**config.mk**
```make
export PLATFORM = sky130hd
export DESIGN_NAME = branch_condition_evaluator
export DESIGN_NICKNAME = d
export VERILOG_FILES = /design/src/logic/branch_condition_evaluator.v /design/src/logic/condition_flag_test.v
export VERILOG_INCLUDE_DIRS = /design/src /design/src/logic
export SDC_FILE = /design/constraint.sdc
export NUM_CORES = 1
export LEC_CHECK = 0
export ABC_AREA = 0
export BUFFER_PORTS_ARGS = -buffer_cell sky130_fd_sc_hd__buf_4
export CORE_MARGIN = 5
export CORE_UTILIZATION = 39
export DETAILED_ROUTE_END_ITERATION = 10
export GPL_TIMING_DRIVEN = 0
export SLEW_MARGIN = 40
export SYNTH_ARGS = -nofsm -noshare
export SYNTH_HDL_FRONTEND = slang
export SYNTH_SLANG_ARGS = --single-unit
```
**constraint.sdc**
```tcl
create_clock -name clk -period 6.2 [get_ports clk]
set_clock_uncertainty 0.05 [all_clocks]
set_input_delay 1.86 -clock clk [delete_from_list [all_inputs] [get_ports clk]]
set_output_delay 1.86 -clock clk [all_outputs]
set_load 0.1 [all_outputs]
```
**src/logic/branch_condition_map.vh**
```
`ifndef BRANCH_CONDITION_MAP_VH
`define BRANCH_CONDITION_MAP_VH

// ****************************************************************
// Position of the condition field inside the opcode byte
// ****************************************************************
`define COND_FIELD_MSB         7
`define COND_FIELD_LSB         4
`define COND_FIELD_WIDTH       4

// ****************************************************************
// Condition encodings
// ****************************************************************
`define COND_NEVER             4'h0
`define COND_SIGNED_BELOW      4'h1
`define COND_SIGNED_BELOW_SAME 4'h2
`define COND_UNSIGNED_BEL_SAME 4'h3
`define COND_OVERFLOWED        4'h4
`define COND_NEGATIVE_RESULT   4'h5
`define COND_EQUAL_TEST        4'h6
`define COND_UNSIGNED_BELOW    4'h7
`define COND_ALWAYS            4'h8
`define COND_SIGNED_ABOVE_SAME 4'h9
`define COND_SIGNED_ABOVE      4'ha
`define COND_UNSIGNED_ABOVE    4'hb
`define COND_NOT_OVERFLOWED    4'hc
`define COND_POSITIVE_RESULT   4'hd
`define COND_UNEQUAL_TEST      4'he
`define COND_UNSIGNED_ABV_SAME 4'hf

// ****************************************************************
// Register byte offsets
// ****************************************************************
`define OFS_CONTROL            12'h000
`define OFS_LAST_RESULT        12'h004
`define OFS_TRIAL              12'h008
`define OFS_TAKEN_COUNT        12'h00c
`define OFS_RESOLVE_COUNT      12'h010
`define OFS_SEEN_CODES         12'h014

// ****************************************************************
// Field positions
// ****************************************************************
`define CTRL_COUNT_EN_BIT      0
`define CTRL_COUNT_CLR_BIT     1
`define FLAG_CARRY_BIT         0
`define FLAG_ZERO_BIT          1
`define FLAG_SIGN_BIT          2
`define FLAG_OVERFLOW_BIT      3
`define TRIAL_COND_LSB         4
`define TRIAL_RESULT_BIT       8
`define LAST_FLAGS_LSB         0
`define LAST_COND_LSB          4
`define LAST_TAKEN_BIT         8
`define LAST_VALID_BIT         9

// ****************************************************************
// Reset values
// ****************************************************************
`define RST_CONTROL            32'h0000_0001
`define RST_COUNT_EN           1'b1
`define RST_LAST               10'h000
`define RST_TRIAL              8'h00
`define RST_COUNT              32'h0000_0000
`define RST_SEEN               16'h0000

`endif

```
**src/logic/branch_condition_evaluator.v**
```verilog
`timescale 1ns/1ps
`include "branch_condition_map.vh"

// Notes on behaviour
// [RULE1] Condition field is opcode bits 7 to 4.
// [RULE2] Jump only when selected test is true.
// [RULE3] Code 0 never jumps, code 8 always.
// [RULE4] Code 1 sign xor overflow; 9 equal.
// [RULE5] Code 2 zero or sign/overflow differ.
// [RULE6] Code A zero clear, sign equals overflow.
// [RULE7] Code 3 carry or zero set.
// [RULE8] Code B carry and zero both clear.
// [RULE9] Code 4 overflow set, C overflow clear.
// [RULE10] Code 5 sign set, D sign clear.
// [RULE11] Code 6 zero set, E zero clear.
// [RULE12] Code 7 carry set, F carry clear.
// [RULE13] Purely combinational on committed flag values.
module branch_condition_evaluator #(
   parameter ADDR_WIDTH  = 12,
   parameter COUNT_WIDTH = 32
) (
   input  wire                  clk,
   input  wire                  rst,
   // APB slave.
   input  wire                  psel,
   input  wire                  penable,
   input  wire                  pwrite,
   input  wire [ADDR_WIDTH-1:0] paddr,
   input  wire [31:0]           pwdata,
   output reg  [31:0]           prdata,
   output wire                  pready,
   output reg                   pslverr,
   // Jump sequencing side.
   input  wire [7:0]            opcodeByte,
   input  wire                  carryFlag,
   input  wire                  zeroFlag,
   input  wire                  signFlag,
   input  wire                  overflowFlag,
   input  wire                  resolveStrobe,
   output wire                  jumpTaken,
   output wire [3:0]            branchConditionField
);

   // ****************************************************************
   // Functions
   // ****************************************************************

   function isMapped;
      input [ADDR_WIDTH-1:0] addr;
      begin
         case (addr)
            `OFS_CONTROL,
            `OFS_LAST_RESULT,
            `OFS_TRIAL,
            `OFS_TAKEN_COUNT,
            `OFS_RESOLVE_COUNT,
            `OFS_SEEN_CODES: isMapped = 1'b1;
            default:         isMapped = 1'b0;
         endcase
      end
   endfunction

   function [15:0] codeBit;
      input [3:0] code;
      begin
         codeBit = 16'h0001 << code;
      end
   endfunction

   // ****************************************************************
   // Declarations
   // ****************************************************************

   reg                    countEnable_ff;
   reg                    nxt_countEnable;
   reg  [7:0]             trial_ff;
   reg  [7:0]             nxt_trial;
   reg  [9:0]             lastResult_ff;
   reg  [9:0]             nxt_lastResult;
   reg  [COUNT_WIDTH-1:0] takenCount_ff;
   reg  [COUNT_WIDTH-1:0] nxt_takenCount;
   reg  [COUNT_WIDTH-1:0] resolveCount_ff;
   reg  [COUNT_WIDTH-1:0] nxt_resolveCount;
   reg  [15:0]            seenCodes_ff;
   reg  [15:0]            nxt_seenCodes;
   reg  [31:0]            nxt_prdata;
   reg                    nxt_pslverr;
   wire                   setupPhase;
   wire                   writeTaken;
   wire                   countClear;
   wire                   trialTrue;
   wire [3:0]             liveFlags;
   wire [3:0]             trialCond;

   // ****************************************************************
   // Live decision
   // ****************************************************************

   // No register sits in this path, so the decision follows the flags
   // that the core has committed in the same cycle.
   assign branchConditionField = opcodeByte[`COND_FIELD_MSB:`COND_FIELD_LSB]; // [RULE1]

   condition_flag_test liveTest (
      .condCode     (branchConditionField),
      .carryFlag    (carryFlag),
      .zeroFlag     (zeroFlag),
      .signFlag     (signFlag),
      .overflowFlag (overflowFlag),
      .testTrue     (jumpTaken)                                   // [RULE2] [RULE13]
   );

   assign liveFlags = {overflowFlag, signFlag, zeroFlag, carryFlag};

   // ****************************************************************
   // Software trial evaluation
   // ****************************************************************

   // A second copy lets software check any code against any flag set
   // without disturbing the live path.
   assign trialCond = trial_ff[`TRIAL_COND_LSB+3:`TRIAL_COND_LSB];

   condition_flag_test trialTest (
      .condCode     (trialCond),
      .carryFlag    (trial_ff[`FLAG_CARRY_BIT]),
      .zeroFlag     (trial_ff[`FLAG_ZERO_BIT]),
      .signFlag     (trial_ff[`FLAG_SIGN_BIT]),
      .overflowFlag (trial_ff[`FLAG_OVERFLOW_BIT]),
      .testTrue     (trialTrue)
   );

   // ****************************************************************
   // APB access decode
   // ****************************************************************

   assign setupPhase = psel & ~penable;
   assign writeTaken = psel & penable & pwrite;
   assign pready     = 1'b1;
   assign countClear = writeTaken && (paddr == `OFS_CONTROL) &&
                       pwdata[`CTRL_COUNT_CLR_BIT];

   // ****************************************************************
   // Register next values
   // ****************************************************************

   always @* begin
      nxt_countEnable = countEnable_ff;
      nxt_trial       = trial_ff;
      if (writeTaken) begin
         case (paddr)
            `OFS_CONTROL: begin
               nxt_countEnable = pwdata[`CTRL_COUNT_EN_BIT];
            end
            `OFS_TRIAL: begin
               nxt_trial = pwdata[7:0];
            end
            default: begin
               nxt_countEnable = countEnable_ff;
            end
         endcase
      end
   end

   // Statistics record each resolved jump, the counts only while enabled; a resolve in the same cycle
   // as a clear is kept, so the count restarts at one.
   always @* begin
      nxt_lastResult   = lastResult_ff;
      nxt_takenCount   = countClear ? {COUNT_WIDTH{1'b0}} : takenCount_ff;
      nxt_resolveCount = countClear ? {COUNT_WIDTH{1'b0}} : resolveCount_ff;
      nxt_seenCodes    = seenCodes_ff;
      if (writeTaken && (paddr == `OFS_SEEN_CODES)) begin
         nxt_seenCodes = seenCodes_ff & ~pwdata[15:0];
      end
      if (resolveStrobe) begin
         nxt_lastResult = {1'b1, jumpTaken, branchConditionField, liveFlags};
         nxt_seenCodes  = nxt_seenCodes | codeBit(branchConditionField);
         if (countEnable_ff) begin
            nxt_resolveCount = nxt_resolveCount + {{(COUNT_WIDTH-1){1'b0}}, 1'b1};
            if (jumpTaken) begin
               nxt_takenCount = nxt_takenCount + {{(COUNT_WIDTH-1){1'b0}}, 1'b1};
            end
         end
      end
   end

   // Read data are sampled in the setup cycle, so the answer is ready
   // with no wait state in the access cycle.
   always @* begin
      nxt_prdata  = prdata;
      nxt_pslverr = pslverr;
      if (setupPhase) begin
         nxt_pslverr = ~isMapped(paddr);
         nxt_prdata  = 32'h0000_0000;
         case (paddr)
            `OFS_CONTROL: begin
               nxt_prdata[`CTRL_COUNT_EN_BIT] = countEnable_ff;
            end
            `OFS_LAST_RESULT: begin
               nxt_prdata[9:0] = lastResult_ff;
            end
            `OFS_TRIAL: begin
               nxt_prdata[7:0]               = trial_ff;
               nxt_prdata[`TRIAL_RESULT_BIT] = trialTrue;
            end
            `OFS_TAKEN_COUNT: begin
               nxt_prdata[COUNT_WIDTH-1:0] = takenCount_ff;
            end
            `OFS_RESOLVE_COUNT: begin
               nxt_prdata[COUNT_WIDTH-1:0] = resolveCount_ff;
            end
            `OFS_SEEN_CODES: begin
               nxt_prdata[15:0] = seenCodes_ff;
            end
            default: begin
               nxt_prdata = 32'h0000_0000;
            end
         endcase
      end
   end

   // ****************************************************************
   // Registers
   // ****************************************************************

   always @(posedge clk or posedge rst) begin
      if (rst) begin
         countEnable_ff  <= `RST_COUNT_EN;
         trial_ff        <= `RST_TRIAL;
         lastResult_ff   <= `RST_LAST;
         takenCount_ff   <= {COUNT_WIDTH{1'b0}};
         resolveCount_ff <= {COUNT_WIDTH{1'b0}};
         seenCodes_ff    <= `RST_SEEN;
         prdata          <= 32'h0000_0000;
         pslverr         <= 1'b0;
      end else begin
         countEnable_ff  <= nxt_countEnable;
         trial_ff        <= nxt_trial;
         lastResult_ff   <= nxt_lastResult;
         takenCount_ff   <= nxt_takenCount;
         resolveCount_ff <= nxt_resolveCount;
         seenCodes_ff    <= nxt_seenCodes;
         prdata          <= nxt_prdata;
         pslverr         <= nxt_pslverr;
      end
   end

endmodule // branch_condition_evaluator

```
**src/logic/condition_flag_test.v**
```verilog
`timescale 1ns/1ps
`include "branch_condition_map.vh"

module condition_flag_test (
   input  wire [3:0] condCode,
   input  wire       carryFlag,
   input  wire       zeroFlag,
   input  wire       signFlag,
   input  wire       overflowFlag,
   output reg        testTrue
);

   wire signedBelow;

   // Sign differing from overflow means the signed result lies below.
   assign signedBelow = signFlag ^ overflowFlag;

   always @* begin
      case (condCode)
         `COND_NEVER:             testTrue = 1'b0;                       // [RULE3]
         `COND_SIGNED_BELOW:      testTrue = signedBelow;                // [RULE4]
         `COND_SIGNED_BELOW_SAME: testTrue = zeroFlag | signedBelow;     // [RULE5]
         `COND_UNSIGNED_BEL_SAME: testTrue = carryFlag | zeroFlag;       // [RULE7]
         `COND_OVERFLOWED:        testTrue = overflowFlag;               // [RULE9]
         `COND_NEGATIVE_RESULT:   testTrue = signFlag;                   // [RULE10]
         `COND_EQUAL_TEST:        testTrue = zeroFlag;                   // [RULE11]
         `COND_UNSIGNED_BELOW:    testTrue = carryFlag;                  // [RULE12]
         `COND_ALWAYS:            testTrue = 1'b1;                       // [RULE3]
         `COND_SIGNED_ABOVE_SAME: testTrue = ~signedBelow;               // [RULE4]
         `COND_SIGNED_ABOVE:      testTrue = ~(zeroFlag | signedBelow);  // [RULE6]
         `COND_UNSIGNED_ABOVE:    testTrue = ~carryFlag & ~zeroFlag;     // [RULE8]
         `COND_NOT_OVERFLOWED:    testTrue = ~overflowFlag;              // [RULE9]
         `COND_POSITIVE_RESULT:   testTrue = ~signFlag;                  // [RULE10]
         `COND_UNEQUAL_TEST:      testTrue = ~zeroFlag;                  // [RULE11]
         `COND_UNSIGNED_ABV_SAME: testTrue = ~carryFlag;                 // [RULE12]
         default:                 testTrue = 1'b0;
      endcase
   end

endmodule // condition_flag_test

```
### Word level (Yosys, flattened, before mapping)

Cells that the tools add are included.

* bits in registers: 132
* word-level logic and storage cells: 101

* reduce and logical (&&, ||, !) cells: 9
* bitwise logic cells: 28
* add/subtract/negate cells: 2
* multiplexer cells: 18
* shift operators: 1
* equal/unequal tests: 35

Operators with widths (count)
* $mux 32: 7
* $add 32x1->32 const B: 2
* $eq 4x4->1 const B: 16
* $pmux 8 s5: 1
* $eq 4x3->1 const B: 8
* $mux 16: 2
* $pmux 1 s16: 2
* $pmux 16 s2: 1
* $eq 12x4->1 const B: 2
* $eq 12x5->1 const B: 2
* $pmux 6 s3: 1
* $and 16x16->16: 1
* $eq 4x2->1 const B: 4
* $not 16->16: 1
* $or 16x16->16: 1
* $shl 1x4->16 const A: 1
* $not 1->1: 14
* $eq 12x3->1 const B: 1
* $logic_not 12->1: 1
* $eq 4x1->1 const B: 2
* $logic_not 4->1: 2
* $pmux 1 s6: 1
* $reduce_or 6->1: 1
* $and 1x1->1: 5
* 6 further kinds: 14

### Longest topological paths before layout

* depth after elaboration: 9
* gate-level depth with buffers: 11

### Cells and area by module

From an unflattened synthesis, not the netlist that was laid out.

* cells, all modules: 702
* area total of the unflattened synthesis: 6826.5 sq um

Modules (own cells, without submodules)
* branch_condition_evaluator: cells each 664, area each 6538.8 sq um, sequential area each 3304.4 sq um, instances 1
* condition_flag_test: cells each 19, area each 143.9 sq um, sequential area each 0.0 sq um, instances 2

### Least setup slack after synthesis

OpenSTA, ideal clock, no wires.

* path type: in2out
* from: input opcodeByte[6]
* to: output jumpTaken
* path buffers: 3
* arrival time: 3.712 ns
* path slack: 0.578 ns
* data required time: 4.290 ns
* cell stages on the path: 7
* cell sequence: clkbuf_1 or2_2 o32ai_1 nand3_1 buf_2 clkbuf_1 nand2_1

* cells in the longest elaborated chain, start to end: 2
* elaborated cells between the ends (all ways): 17
* those cells by class: eq/ne: 15; mux: 1; reduce/logical: 1

RTL lines
* start, declared: line branch_condition_evaluator.v:34 `input wire [7:0] opcodeByte,`
* $eq 4x4->1 (tied with other cells): line condition_flag_test.v:19 `case (condCode)`
* $pmux 1 s16 *: line condition_flag_test.v:19
* end, declared: line branch_condition_evaluator.v:40 `output wire jumpTaken,`

Every way passes the cells marked *; elsewhere a longest branch is shown, timed or not.

### Worst setup path in the final report

Ends and elaborated chain as after synthesis.

==> impl_metrics.env <==
export IMPL_status="complete, no violations"
export IMPL_die_x_um=148
export IMPL_portBuffers=77
export IMPL_initial_core_util=0.396
export IMPL_r2r_end="takenCount_ff[24]$_DFF_PP0_"
export IMPL_ys_async_sr_fraction=1.00
export IMPL_ir_worst_vdd_uv=185
export IMPL_fp_coreArea_um2=18700
export IMPL_syn_area_per_cell_um2=9.57
export IMPL_post_route_util=0.477
export IMPL_nFillCells=1768
export IMPL_drt_initial_drc_count=594
export IMPL_mostFrequentLayoutCell="dfrtp_1"
export IMPL_cts_tree="yes"
export IMPL_startpoint="opcodeByte[6]"
export IMPL_final_hold_violation_count=0
export IMPL_drc=0
export IMPL_ios=101
export IMPL_critical_path_arrival_ns=4.00
export IMPL_drt_wirelength_per_cell_um=19.9
export IMPL_routed_via_count=6338
export IMPL_p_leak_nw=3.77
export IMPL_synth_seq_cells=132
export IMPL_power_density_nw_per_um2=261
export IMPL_layout_drive_gt1_share=0.201
export IMPL_worstRegToRegCells=7
export IMPL_worst_pin_slew_ns=0.815
export IMPL_ys_flop_type="dfrtp_1"
export IMPL_synthesis_area_um2=7400
export IMPL_cts_root_buffer_cell="clkbuf_16"
export IMPL_final_setup_viol_count=0
export IMPL_critPathMaxFanout=10
export IMPL_netlist_instances=774
export IMPL_reg2reg_slack_ns=3.57
export IMPL_finalCritPeriodShare=0.952
export IMPL_min_path_type="reg -> reg"
export IMPL_rsz0062_at_grt="no"
export IMPL_grt_start_max_net_pins=48
export IMPL_gp_congestion=0.907
export IMPL_cts_setup_buffers=0
export IMPL_yosysSeqAreaShare=0.446
export IMPL_clk_latency_ns=0.43
export IMPL_yosysWarnings=0
export IMPL_cts_sinks=132
export IMPL_crit_path_end="jumpTaken"
export IMPL_final_cell_mix="dfrtp_1, nor2_1, nand2_1"
export IMPL_diodes=0
export IMPL_grt_pass1_vias=6217
export IMPL_grt_pass1_wl_um=35800
export IMPL_crit_type="in -> out"
export IMPL_hold_slack_ns=0.428
export IMPL_worstSetupStartpointType="primary input"
export IMPL_timing_rr_start="takenCount_ff[0]$_DFF_PP0_"
export IMPL_routed_via_density=5.66
export IMPL_synth_edf_count=0
export IMPL_end_kind="primary output"
export IMPL_slew_headroom=0.455
export IMPL_totalWireLength_um=22300
export IMPL_cts_buffers=17
export IMPL_fmax_mhz=169
export IMPL_final_max_slew_viol_count=0
export IMPL_holdBufCountCts=0
export IMPL_syn_nets=838
export IMPL_nNetsFinal=936
export IMPL_fin_crit_ns=5.91
export IMPL_rows=50
export IMPL_postRouteAntennaNets=0
export IMPL_die_area_um2=21800
export IMPL_cts_htree_levels=4
export IMPL_firstDrtPassIters=5
export IMPL_post_cts_resized=0
export IMPL_path_clk_slew_ns=0.05
export IMPL_dp_hpwl_um=16800
export IMPL_yosysUniqueCellTypes=66
export IMPL_clock_path_buffers=2
export IMPL_required_ns=4.29
export IMPL_track_usage=0.210
export IMPL_fp_dieH_um=148
export IMPL_overflow=0
export IMPL_antenna_found_initial=0
export IMPL_fin_tns_setup_ns=0
export IMPL_area_delta_synth_final_pct=20.6
export IMPL_maxCapViolCount=0
## where the power goes
| part | switching (mW) | leakage (nW) | internal, mW |
|---|---|---|---|
| clock | 0.395 | 0.285 | 0.622 |
| sequential | 0.0310 | 1.70 | 0.905 |
| combinational | 0.274 | 1.79 | 0.105 |
## flip-flops by register name, indices dropped and copies added, names as in the netlist
signal,count
prdata,32
takenCount_ff,32
lastResult_ff,10
trial_ff,8
countEnable_ff,1
pslverr,1
resolveCount_ff,32
seenCodes_ff,16
## final cells by class
| cell class | instances | area [µm²] | share of cell area |
|---|---|---|---|
| inverters | 13 | 56.3 | 0.00630 |
| plain buffers | 48 | 234 | 0.0262 |
| clock inverters | 12 | 128 | 0.0143 |
| flip-flops and latches | 132 | 3300 | 0.370 |
| clock buffers | 20 | 467 | 0.0523 |
| repair buffers | 79 | 633 | 0.0709 |
| multi-input cells | 581 | 3820 | 0.427 |
| well taps | 234 | 293 | 0.0328 |
## per-stage QoR
step | instances | cell area, µm² | power, mW | setup slack [ns]
after floorplan | 774 | 7400 | 1.21 | 0.578
final | 1119 | 8930 | 2.33 | 0.295
after CTS | 1119 | 8930 | 2.35 | 0.312
after detailed placement | 1087 | 8340 | 1.33 | 0.322
after global routing | 1119 | 8930 | 2.41 | 0.103
after global placement | 1085 | 8270 | 1.33 | -1.00
## metal layers
layer | GRT usage | wire length, µm | up-vias | part of all wire
li1 | - | - | 3004 | -
met4 | 0.0727 | 454 | 0 | 0.020
met2 | 0.317 | 10100 | 233 | 0.45
met1 | 0.306 | 10200 | 3071 | 0.46
met3 | 0.0340 | 1510 | 30 | 0.068
met5 | 0 | 0 | - | 0
## synthesized netlist by cell type, types with 3 or more instances
cell type / instances / area, µm²
a2111o_1: 8 / 90.1
a2111oi_4: 5 / 138
a211o_1: 7 / 61.3
a211oi_1: 12 / 90.1
a21oi_1: 24 / 120
a221oi_1: 16 / 140
a22oi_1: 7 / 52.6
a31oi_1: 3 / 18.8
a32o_1: 3 / 30.0
and2_1: 7 / 43.8
and3_1: 8 / 50.1
and4_1: 7 / 61.3
buf_1: 5 / 18.8
buf_2: 16 / 80.1
buf_4: 7 / 52.6
clkbuf_1: 19 / 71.3
dfrtp_1: 131 / 3280
inv_1: 12 / 45.0
mux2_2: 17 / 191
mux2i_1: 38 / 380
nand2_1: 92 / 345
nand2b_1: 22 / 138
nand3_1: 33 / 165
nand4_1: 24 / 150
nor2_1: 98 / 368
nor2b_1: 6 / 37.5
nor3_1: 7 / 35.0
nor4_1: 12 / 75.1
o21ai_0: 16 / 80.1
o21ai_1: 10 / 50.1
o22a_1: 7 / 61.3
o2bb2ai_1: 11 / 96.3
or2_2: 5 / 31.3
or3_1: 7 / 43.8
xnor2_1: 21 / 184
xor2_1: 12 / 105
## worst min path at each step
stage,startpoint,endpoint,slack (ns),depth (start not counted)
CTS,lastResult_ff[9]$_DFFE_PP0P_,lastResult_ff[9]$_DFFE_PP0P_,0.43,1
global route,lastResult_ff[9]$_DFFE_PP0P_,lastResult_ff[9]$_DFFE_PP0P_,0.45,1
detailed placement,lastResult_ff[9]$_DFFE_PP0P_,lastResult_ff[9]$_DFFE_PP0P_,0.41,1
floorplan,lastResult_ff[9]$_DFFE_PP0P_,lastResult_ff[9]$_DFFE_PP0P_,0.39,1
global placement,lastResult_ff[9]$_DFFE_PP0P_,lastResult_ff[9]$_DFFE_PP0P_,0.41,1
finish,lastResult_ff[9]$_DFFE_PP0P_,lastResult_ff[9]$_DFFE_PP0P_,0.43,1
## logic make-up (layout without fill, tap and decap cells)
group                      after synthesis  in the layout  synth area share
xor gates and xnor gates                34             34            0.0421
other                                    1              1          0.000507
adders and majority gates                2              2           0.00338
and+or+nand+nor                        342            342             0.228
DFF                                    132            132             0.446
AOI/OAI and AO/OA                      145            145             0.159
muxes                                   57             57            0.0823
buffers and inverters                   61            172            0.0382
## worst max-delay path, cell delays in order
cell and delay (ns):
buf_4 0.11, clkbuf_1 0.36, or2_2 0.19, o32ai_1 0.06
nand3_1 0.21, buf_2 0.38, clkbuf_1 0.43, nand2_1 0.13
buf_4 0.26
No activity file was read; power rests on OpenSTA's default activity.
